===== src/hdl/cfg_crc_pkg.sv =====
// Shared constants for the configuration memory CRC checker
package cfg_crc_pkg;
  localparam int unsigned CRC32_W = 32;
  localparam int unsigned CRC16_W = 16;
  localparam logic [31:0] CRC32_POLY = 32'h04C11DB7;
  localparam logic [31:0] CRC32_INIT = 32'hFFFFFFFF;
  localparam logic [15:0] CRC16_POLY = 16'h8005;
  localparam logic [15:0] CRC16_INIT = 16'h0000;
  localparam logic [31:0] STORE_RESET = 32'h00000000;
  localparam logic [31:0] SIG_RESET = 32'h00000000;
  localparam int unsigned IR_W = 10;
  localparam logic [9:0] LOAD_CRC_STORE_CODE = 10'h015;
  localparam int unsigned FRAME_BITS_DEF = 64;
  localparam int unsigned MEM_BITS_DEF = 256;
  localparam int unsigned DIV_N_DEF = 0;
  localparam int unsigned SYNC_STAGES = 2;
endpackage : cfg_crc_pkg


===== src/hdl/crc_step.sv =====
// Serial CRC step shared by the frame and memory checkers
module crc_step #(
  parameter int unsigned W = 32,
  parameter logic [W-1:0] POLY = '0
) (
  input wire logic [W-1:0] crc_i, // Current remainder
  input wire logic bit_i, // Incoming bit
  output logic [W-1:0] crc_o // Next remainder
);
  always_comb begin
    if (crc_i[W-1] ^ bit_i) begin
      crc_o = {crc_i[W-2:0], 1'b0} ^ POLY;
    end else begin
      crc_o = {crc_i[W-2:0], 1'b0};
    end
  end
endmodule : crc_step


===== src/hdl/frame_crc16_check.sv =====
// Per-frame 16-bit CRC check during configuration
module frame_crc16_check #(
  parameter int unsigned FRAME_BITS = cfg_crc_pkg::FRAME_BITS_DEF
) (
  input wire logic clk_i, // Configuration oscillator, undivided
  input wire logic rstn_i, // Async reset, active low
  input wire logic cfg_active_i, // Configuration stage running
  input wire logic bit_valid_i, // Configuration bit strobe
  input wire logic bit_i, // Configuration bit
  output logic frame_err_o // Sticky frame CRC mismatch
);
  localparam int unsigned TOTAL = FRAME_BITS + cfg_crc_pkg::CRC16_W;
  localparam int unsigned CW = $clog2(TOTAL + 1);
  logic [CW-1:0] cnt, next_cnt;
  logic [15:0] crc, next_crc, step_crc;
  logic [15:0] rx, next_rx;
  logic err, next_err;

  crc_step #(.W(16), .POLY(cfg_crc_pkg::CRC16_POLY)) u_step (
    .crc_i(crc),
    .bit_i(bit_i),
    .crc_o(step_crc)
  );

  always_comb begin
    next_cnt = cnt;
    next_crc = crc;
    next_rx = rx;
    next_err = err;
    if (cfg_active_i && bit_valid_i) begin
      if (cnt < CW'(FRAME_BITS)) begin
        next_crc = step_crc;
        next_cnt = cnt + 1'b1;
      end else begin
        // Embedded CRC shifts in while the frame result is held
        next_rx = {rx[14:0], bit_i}; // RQ4
        next_cnt = cnt + 1'b1;
        if (cnt == CW'(TOTAL - 1)) begin
          if ({rx[14:0], bit_i} != crc) begin
            next_err = 1'b1; // RQ5
          end
          next_cnt = '0;
          next_crc = cfg_crc_pkg::CRC16_INIT;
        end
      end
    end
  end

  always_ff @(posedge clk_i or negedge rstn_i) begin
    if (!rstn_i) begin
      cnt <= '0;
      crc <= cfg_crc_pkg::CRC16_INIT;
      rx <= '0;
      err <= 1'b0;
    end else begin
      cnt <= next_cnt;
      crc <= next_crc;
      rx <= next_rx;
      err <= next_err;
    end
  end
  assign frame_err_o = err;

  property p_frame_err_sticky;
    @(posedge clk_i) disable iff (!rstn_i) err |=> err;
  endproperty
  a_frame_err_sticky: assert property (p_frame_err_sticky) // RQ5
    else $error("frame error cleared");
endmodule : frame_crc16_check


===== config.mk =====
export PLATFORM = sky130hd
export DESIGN_NAME = frame_crc16_check
export DESIGN_NICKNAME = d
export VERILOG_FILES = /design/src/hdl/cfg_crc_pkg.sv /design/src/hdl/crc_step.sv /design/src/hdl/frame_crc16_check.sv
export SDC_FILE = /design/constraint.sdc
export NUM_CORES = 1
export LEC_CHECK = 0
export CORE_MARGIN = 5
export CORE_UTILIZATION = 41
export DETAILED_ROUTE_END_ITERATION = 7
export DONT_BUFFER_PORTS = 1
export GPL_TIMING_DRIVEN = 0
export PLACE_DENSITY = 0.57
export SETUP_SLACK_MARGIN = 0.15
export SYNTH_ARGS = -nofsm -noshare
export SYNTH_HDL_FRONTEND = slang
export SYNTH_SLANG_ARGS = --single-unit

===== constraint.sdc =====
create_clock -name clk_i -period 1.59 [get_ports clk_i]
set_clock_uncertainty 0.05 [all_clocks]
set_input_delay 0.2385 -clock clk_i [delete_from_list [all_inputs] [get_ports clk_i]]
set_output_delay 0.2385 -clock clk_i [all_outputs]
set_load 0.01 [all_outputs]

Word-level counts from Yosys, hierarchy flattened
Index checks and enable logic that the tools add are counted.
{ "word_totals": {"ff_bits": 39, "in_bits": 5, "output_inout_bits": 1} }
{ "op_classes": {"add_sub_neg": 1, "magnitude_cmp": 1, "eq_ne": 2, "muxes": 5, "n_bitwise": 3, "n_reduce_logical": 5} }
{ "ops": {"columns": ["cell", "n"], "rows": [
  ["16-bit 2-to-1 mux", 3],
  ["16-bit != test", 1],
  ["7-bit 2-to-1 mux", 2],
  ["7-bit by 1-bit adder with 7-bit output (second input constant)", 1],
  ["7-bit equality test (second input constant)", 1],
  ["7-bit less-than comparator (second input constant)", 1],
  ["2-bit AND reduction", 2],
  ["4-bit AND reduction", 1],
  ["3-bit NOT", 1],
  ["2-bit nonzero test", 1],
  ["1-bit logical AND", 1],
  ["1-bit NOT", 1],
  ["1-bit bitwise XOR", 1]
]} }

Depth between registers and ports, before layout
Gate-level depths: netlist (run 1).
{ "logic_depth": {"word_depth": 3, "depth_mapped": 6, "ltp_nobuf": 5} }

By module
Synthesis (run 1) repeated with hierarchy kept, for this count alone.
{ "hier_totals": {"cells_unflattened": 144, "hier_area_um2": 1861.8} }
{ "by_module_without_submodules": {"columns": ["mod", "instances", "cells_each", "area_each_um2", "seq_area_each_um2"], "rows": [
  ["frame_crc16_check", 1, 128, 1707.9, 975.9],
  ["crc_step", 1, 16, 153.9, 0.0]
]} }

Worst setup path before layout (run 1)
Ideal clock, no wire load.
{ "synth_path": {"path_kind": "reg2reg", "startpoint": "register cnt[0]", "endpoint": "register crc[10]", "setup_time_ps": 121, "t_arrival_ps": 1561, "t_required_ps": 1419, "path_slack_ps": -142, "path_stages_with_launch": 7, "n_path_buf": 1, "synth_period_minus_slack_ps": 1732, "cell_sequence": "dfrtp_1 -> ha_1 -> nand3_2 -> or3_4 -> a21o_4 -> buf_6 -> a22o_1"} }
{ "synth_via": {"elab_chain_cells": 3, "word_cells_on_any_way": 5, "classes_between": "order compare: 1; eq/ne: 1; mux: 1; reduce/logical: 2"} }
{ "synth_rtl": {"columns": ["item", "line_no", "source"], "rows": [
  ["start: declaration", "frame_crc16_check.sv:14", "logic [CW-1:0] cnt, next_cnt;"],
  ["start signal: assignment", "frame_crc16_check.sv:56", "cnt <= next_cnt;"],
  ["7-bit less-than comparator / 7-bit equality test (equally long branches)", "frame_crc16_check.sv:31, frame_crc16_check.sv:38", null],
  ["2-bit nonzero test (no source line)", null, null],
  ["2-bit AND reduction (no source line)", null, null],
  ["end signal: assignment", "frame_crc16_check.sv:52", "crc <= cfg_crc_pkg::CRC16_INIT;"],
  ["end signal: assignment", "frame_crc16_check.sv:57", "crc <= next_crc;"],
  ["end: declaration", "frame_crc16_check.sv:15", "logic [15:0] crc, next_crc, step_crc;"]
]} }
Several ways; a longest one is shown, not always the timed one.
A chain may end at the register's enable or synchronous reset.

Worst setup path in the final report (run 1)
{ "layout_path": {"startpoint": "register cnt[1]", "endpoint": "register crc[14]"} }
Same word-level chain as after synthesis.

==> results of run 1 <==
-- registers in the layout (all words and copies together), names as in the netlist --
signal	count
rx	15
crc	16
cnt	7
frame_err_o	1
-- area by class of cell --
cell class / instances / area (um2)
fill: 354 / 1760
sequential: 39 / 977
multi-input combinational: 95 / 866
timing repair buffer: 27 / 282
clock buffer: 7 / 76.3
tap: 50 / 62.6
buffer: 6 / 53.8
clock inverter: 1 / 5.00
inverter: 1 / 3.75
-- cell usage after synthesis, drive strengths merged, types with 2 or more instances --
cell     n  area (um2)
nor3     3        15.0
nor2b    2        12.5
nor2     2        7.51
nor4     4        25.0
nand2    9        33.8
clkbuf   3        11.3
o21ai    6        30.0
a21oi    2        10.0
nand3    2        15.0
a22o    14         123
mux2    15         169
a21o     3        30.0
xnor2    4        35.0
dfrtp   39         976
xor2    16         140
buf      3        21.3
-- layout by cell type, fill, tap and decap left out, types with 2 or more instances in the layout --
cell type	n
nor4_2	2
nor4_1	2
nor2_1	2
clkbuf_8	5
nand2_1	8
a22o_1	14
mux2_4	14
nor3_1	2
o21ai_0	4
buf_6	8
buf_8	2
clkbuf_1	4
dfrtp_1	38
a21oi_1	2
nor2b_1	2
xnor2_1	4
o21ai_1	2
buf_4	16
xor2_1	16
a21o_1	2
-- metal layers --
layer	global-route usage, %	wire length, um
met4	3.50	53
met1	18.4	1800
met3	4.35	143
met2	23.0	1800
met5	0	0
-- timing repair --
action / in CTS / in global routing
cloned: 1 / 1
resized for setup: 13 / 29
hold endpoints to repair: 39 / 0
endpoints found under the setup margin: 31 / 32
pin swaps: 10 / 8
hold buffers: 2 / 0
setup buffers: 12 / 11
-- power groups by stage --
| stage | clock network, mW | registers [mW] | logic (mW) |
|---|---|---|---|
| 2_1_floorplan | 0 | 1.47 | 0.503 |
| 3_3_place_gp | 0 | 1.53 | 0.573 |
| 3_5_place_dp | 0 | 1.55 | 0.587 |
| 4_1_cts | 0.662 | 1.52 | 0.811 |
| 5_1_grt | 0.707 | 1.57 | 0.987 |
| 6_report | 0.642 | 1.53 | 0.896 |
-- final timing paths --
kind,endpoint,cells after the start,slack [ns]
min reg2reg,frame_err_o,1,0.49
min,rx[0],1,0.05
max in group asynchronous,crc[15],2,0.94
max,crc[14],6,-0.12
min in group asynchronous,cnt[2],2,0.34
max reg2reg,crc[14],6,-0.12
-- metrics by stage --
step	hold WS, ns	setup slack (ns)	utilization (%)
2_1_floorplan	-0.107	-0.0894	-
3_3_place_gp	-0.105	-0.198	44.8
5_1_grt	0.0313	-0.173	56.9
6_report	0.0491	-0.121	56.9
3_5_place_dp	-0.106	-0.211	44.8
4_1_cts	0.0460	-0.129	51.8
-- worst max-delay path: stages (launching register included) --
cell and delay (ns):
dfrtp_1 0.39, ha_4 0.17, nand3_4 0.08, or3_4 0.35
a21o_4 0.25, buf_8 0.14, a22o_1 0.17
-- cell families (layout without fill, tap and decap cells) --
family | after synthesis | in the layout
flip-flops | 39 | 39
adder cells (fa/ha/maj) | 1 | 1
AND/OR/NAND/NOR | 31 | 31
multiplexers | 15 | 15
buffers and inverters | 7 | 42
AO/OA/AOI/OAI | 28 | 28
XOR/XNOR | 20 | 20
==> impl_metrics.json, run 1 <==
{
  "die_h_um": 75.6,
  "postRouteWirelength_um": 3800,
  "ys_seq_area_share_pct": 55.3,
  "start_util_pct": 43.2,
  "firstDrtPassIters": 4,
  "internal-power_mw": 2.11,
  "dieArea_um2": 5720,
  "antennaDiodeCount": 0,
  "worstMarginPinSlew_ns": 0.403,
  "synth_compound_area_share_pct": 12.3,
  "yosys_warnings": 0,
  "layout-drive-gt1-share_pct": 35.8,
  "cp.arrival_ns": 1.84,
  "p_sw_share_pct": 31.5,
  "clkSlewWorstSetupHoldPaths_ns": 0.07,
  "placed_cell_area_um2": 1830,
  "status": "finished with violations",
  "hold_viol": 0,
  "grt_max_degree": 40,
  "first_global_vias": 1212,
  "synth.net_count": 147,
  "finalSetupTns_ns": -1.48,
  "clkSinkCount": 39,
  "drc": 0,
  "final_period_minus_worst_setup_slack_ns": 1.71,
  "rows": 23,
  "cts_root_buffer": "clkbuf_8",
  "grt_remaining_overflow": 0,
  "core_um2": 4090,
  "crit_type": "reg -> reg",
  "syn_area_per_cell_um2": 12.5,
  "comb_power_share_pct": 29.2,
  "drt_iter0_drc": 30,
  "rsz0062_at_grt": "yes",
  "slew_violations": 0,
  "slew_headroom_pct": 73.1,
  "max-cap-violations": 0,
  "antenna_found_initial": 0,
  "synth_seq_cells": 39,
  "power_mw": 3.07,
  "post-route-period-util_pct": 108,
  "port_buffers": 0,
  "gp_congestion": 0.789,
  "vdd_drop_max_uv": 648,
  "worst_setup_path_end_kind": "flip-flop",
  "fin_nets": 181,
  "dp.cells": 191,
  "setup_viol": 16,
  "die_w_um": 75.6,
  "drt.antenna.violating_nets": 0,
  "p_per_area_nw_per_um2": 1320,
  "p_leak_nw": 1.15,
  "dpl.hpwl_um": 2200,
  "p_switching_mw": 0.967,
  "netlist-cell-type-count": 33,
  "r2r_start": "cnt[1]",
  "hp-class": "in -> reg",
  "start_kind": "flip-flop",
  "synth-main-ff-cell": "dfrtp_1",
  "clock_latency_ns": 0.29,
  "power_frac_clock_pct": 20.9,
  "crit_start": "cnt[1]",
  "synthAdderAreaFrac_pct": 0.709,
  "instances_no_fill": 226,
  "grt_usage_pct": 14.1,
  "hold_start": "bit_i",
  "num_io_pins": 6,
  "cts_max_path_buffers": 2,
  "yosys.area_share.simple_pct": 10.1,
  "cts_made_buffers": 5,
  "synthArstFlopShare_pct": 100,
  "grt_pass1_wl_um": 5960,
  "synth_xor_area_share_pct": 9.92,
  "syn-cell-area_um2": 1770,
  "syn_to_final_growth_pct": 31.8,
  "synth_edf_count": 0,
  "seqPwrFrac_pct": 49.9,
  "vias": 1194,
  "max_freq_mhz": 585,
  "cp_max_fo": 5,
  "synthMuxAreaShare_pct": 9.57,
  "crit_required_ns": 1.72,
  "htree_levels": 2,
  "setup_ws_ns": -0.121,
  "viasPerCell": 5.28,
  "cts_tree": "yes",
  "synth_top_family_by_area": "compound AO/OA/AOI/OAI gates",
  "netlist_instances": 141,
  "wl_per_cell_um": 16.8,
  "postLayoutCellArea_um2": 2330,
  "violations": "setup timing"
}
Power figures use the tool's default switching activity.
==> run 2, diff against run 1 <==
--- a/config.mk
+++ b/config.mk
@@ -5,7 +5,7 @@
 export SDC_FILE = /design/constraint.sdc
 export NUM_CORES = 1
 export LEC_CHECK = 0
-export CORE_MARGIN = 5
+export CORE_MARGIN = 3
 export CORE_UTILIZATION = 41
 export DETAILED_ROUTE_END_ITERATION = 7
 export DONT_BUFFER_PORTS = 1
@@ -14,4 +14,5 @@
 export SETUP_SLACK_MARGIN = 0.15
 export SYNTH_ARGS = -nofsm -noshare
 export SYNTH_HDL_FRONTEND = slang
+export SYNTH_HIERARCHICAL = 1
 export SYNTH_SLANG_ARGS = --single-unit
==> impl_metrics.json, run 2 <==
{
  "status": "finished, final reports clean",
  "hold_viol": 0,
  "drc": 0,
  "clkSinkCount": 39,
  "path_cells": "xor2_1 -> nor4_2 -> nand4_1 -> a21o_2",
  "regToRegSetupSlack_ns": 0.11,
  "grt_max_degree": 40,
  "largest_register_ffs": 16,
  "core_um2": 4200,
  "r2r_start": "crc[1]",
  "grt_usage_pct": 14.2,
  "num_io_pins": 6,
  "syn-cell-area_um2": 1860,
  "cts_root_buffer": "clkbuf_8",
  "netlist_instances": 144,
  "cp_max_fo": 3,
  "dpl.hpwl_um": 2150,
  "synth_top_area_cell": "dfrtp_1",
  "netlist-cell-type-count": 29,
  "hold_end": "rx[0]",
  "hp-class": "in -> reg",
  "hold_start": "bit_i",
  "cts_tree": "yes",
  "r2r_cells": 4,
  "syn_to_final_growth_pct": 21.1,
  "crit_required_ns": 1.73,
  "worstMarginPinSlew_ns": 0.309,
  "drt.antenna.violating_nets": 0,
  "antenna_found_initial": 0,
  "vias": 1159,
  "fin_hold_ws_ns": 0.0363,
  "p_leak_nw": 1.17,
  "viasPerCell": 5.32,
  "postRouteWirelength_um": 3290,
  "p_per_area_nw_per_um2": 1370,
  "max_freq_mhz": 677,
  "ys_seq_area_share_pct": 52.4,
  "max-cap-violations": 0,
  "antennaDiodeCount": 0,
  "finalSetupTns_ns": 0,
  "layout_common_cells": "dfrtp_1 (37), buf_4 (26), xor2_1 (19), mux2_2 (15), a22o_1 (11)",
  "largest-register": "crc",
  "slew_headroom_pct": 79.2,
  "vdd_drop_max_uv": 534,
  "synth-main-ff-cell": "dfrtp_1",
  "layout-drive-gt1-share_pct": 45.2,
  "synth_seq_cells": 39,
  "rsz0062_at_grt": "yes",
  "path_buf_inv": 0,
  "fin_nets": 173,
  "slew_violations": 0,
  "setup_viol": 0,
  "htree_levels": 2,
  "firstDrtPassIters": 4,
  "cts_made_buffers": 5,
  "yosys_warnings": 6,
  "die_h_um": 73.4,
  "yosysMostFrequentCell": "dfrtp_1",
  "drt_iter0_drc": 56,
  "largestRegisters": "crc: 16 flops, rx: 15 flops, cnt: 7 flops",
  "worst_setup_path_end_kind": "flip-flop",
  "gp_congestion": 0.754,
  "pre_cts_ws_ns": -0.0456,
  "setup_ws_ns": 0.113,
  "critPathMaxStageDelay_ns": 0.41,
  "synth_common_cells": "dfrtp_1 (39), xor2_1 (19), mux2_2 (15)",
  "post-route-period-util_pct": 92.9,
  "wl_per_cell_um": 15.1,
  "start_kind": "flip-flop",
  "worstHoldPathCells": 1,
  "first_global_vias": 1235,
  "port_buffers": 0,
  "synth_edf_count": 0,
  "r2r_end": "frame_err_o",
  "clkSlewWorstSetupHoldPaths_ns": 0.08,
  "synth.net_count": 150,
  "syn_area_per_cell_um2": 12.9,
  "grt_remaining_overflow": 0,
  "layout_commonest_cell": "dfrtp_1",
  "synthArstFlopShare_pct": 100,
  "final_period_minus_worst_setup_slack_ns": 1.48,
  "dieArea_um2": 5390,
  "die_w_um": 73.4,
  "cts_max_path_buffers": 2,
  "clock_latency_ns": 0.29,
  "cp.arrival_ns": 1.62,
  "cp_slowest_cell": "dfrtp_1",
  "crit_type": "reg -> reg",
  "cp_top_family": "simple AND/OR/NAND/NOR gates",
  "start_util_pct": 44.3,
  "synth_top_cell_area_share_pct": 52.4,
  "rows": 23,
  "yosys-top-cells-area": "dfrtp_1 (52%), mux2_2 (9.1%), xor2_1 (8.9%)",
  "grt_pass1_wl_um": 5730
}
==> run 2: cell count changes in the layout (fill, tap and decap cells not counted), sizes merged, moves of 2 or more <==
cell,delta
buf,+3
xor2,+3
nor2,+2
xor3,+2
nor3,-3
clkbuf,-4
a22o,+3
xnor2,-3
o21ai,-3
nor2b,-2
==> run 2: worst register-to-register path, delay by kind of cell (launching register included) <==
family	cells	cell delay [ns]
flops	1	0.41
xor+xnor	1	0.18
simple gates	2	0.50
compound gates	1	0.24
==> run 2: kinds of logic after synthesis <==
family	synth area share, %
and+or+nand+nor	8.20
DFF	52.4
xor gates and xnor gates	12.0
buffers and inverters	6.92
adders and majority gates	0.672
AOI/OAI and AO/OA	10.8
muxes	9.07
==> run 2: layout make-up <==
type / instances / area [um2]
repair buffers: 16 / 143
multi-input cells: 87 / 823
clock buffers: 6 / 82.6
flip-flops and latches: 39 / 978
well taps: 50 / 62.6
clock inverters: 2 / 35.0
inverters: 1 / 3.75
fillers: 366 / 1950
plain buffers: 17 / 126
==> run 2: worst max-delay path by stage <==
stage                start     endpoint  slack, ns  cells past startpoint
detailed placement  cnt[6]      crc[10]      -0.05                      3
global placement    cnt[0]       crc[7]     -0.007                      6
finish              crc[1]  frame_err_o       0.11                      4
CTS                 cnt[0]       crc[2]       0.02                      6
floorplan           cnt[0]      crc[10]       0.15                      6
global route        crc[1]  frame_err_o       0.05                      4
==> run 2: where the power goes <==
part	internal [mW]	leakage (nW)	switching, mW
clock	0.508	0.0612	0.345
combinational	0.542	0.587	0.298
sequential	1.18	0.520	0.220
==> run 2: through the flow <==
step,utilization (%),area [um2],cells,power (mW)
after floorplan,-,1890,144,1.95
after global placement,46.4,1950,194,2.05
after detailed placement,46.4,1950,194,2.07
after CTS,51.7,2170,212,3.03
after global routing,53.7,2250,218,3.28
final,53.7,2250,218,3.09
==> run 2: per-layer routing <==
layer,wire [um],track usage [%]
met5,0,0
met4,64,6.64
met3,126,3.28
met2,1500,22.0
met1,1590,18.8
==> run 2: what timing repair did <==
item                                    4_1_cts  5_1_grt
gates resized for setup                       3        8
endpoints found under the hold margin        39        0
endpoints found under the setup margin       18       19
hold buffers                                  2        0
pin swaps                                     5        7
buffers inserted                              8        6
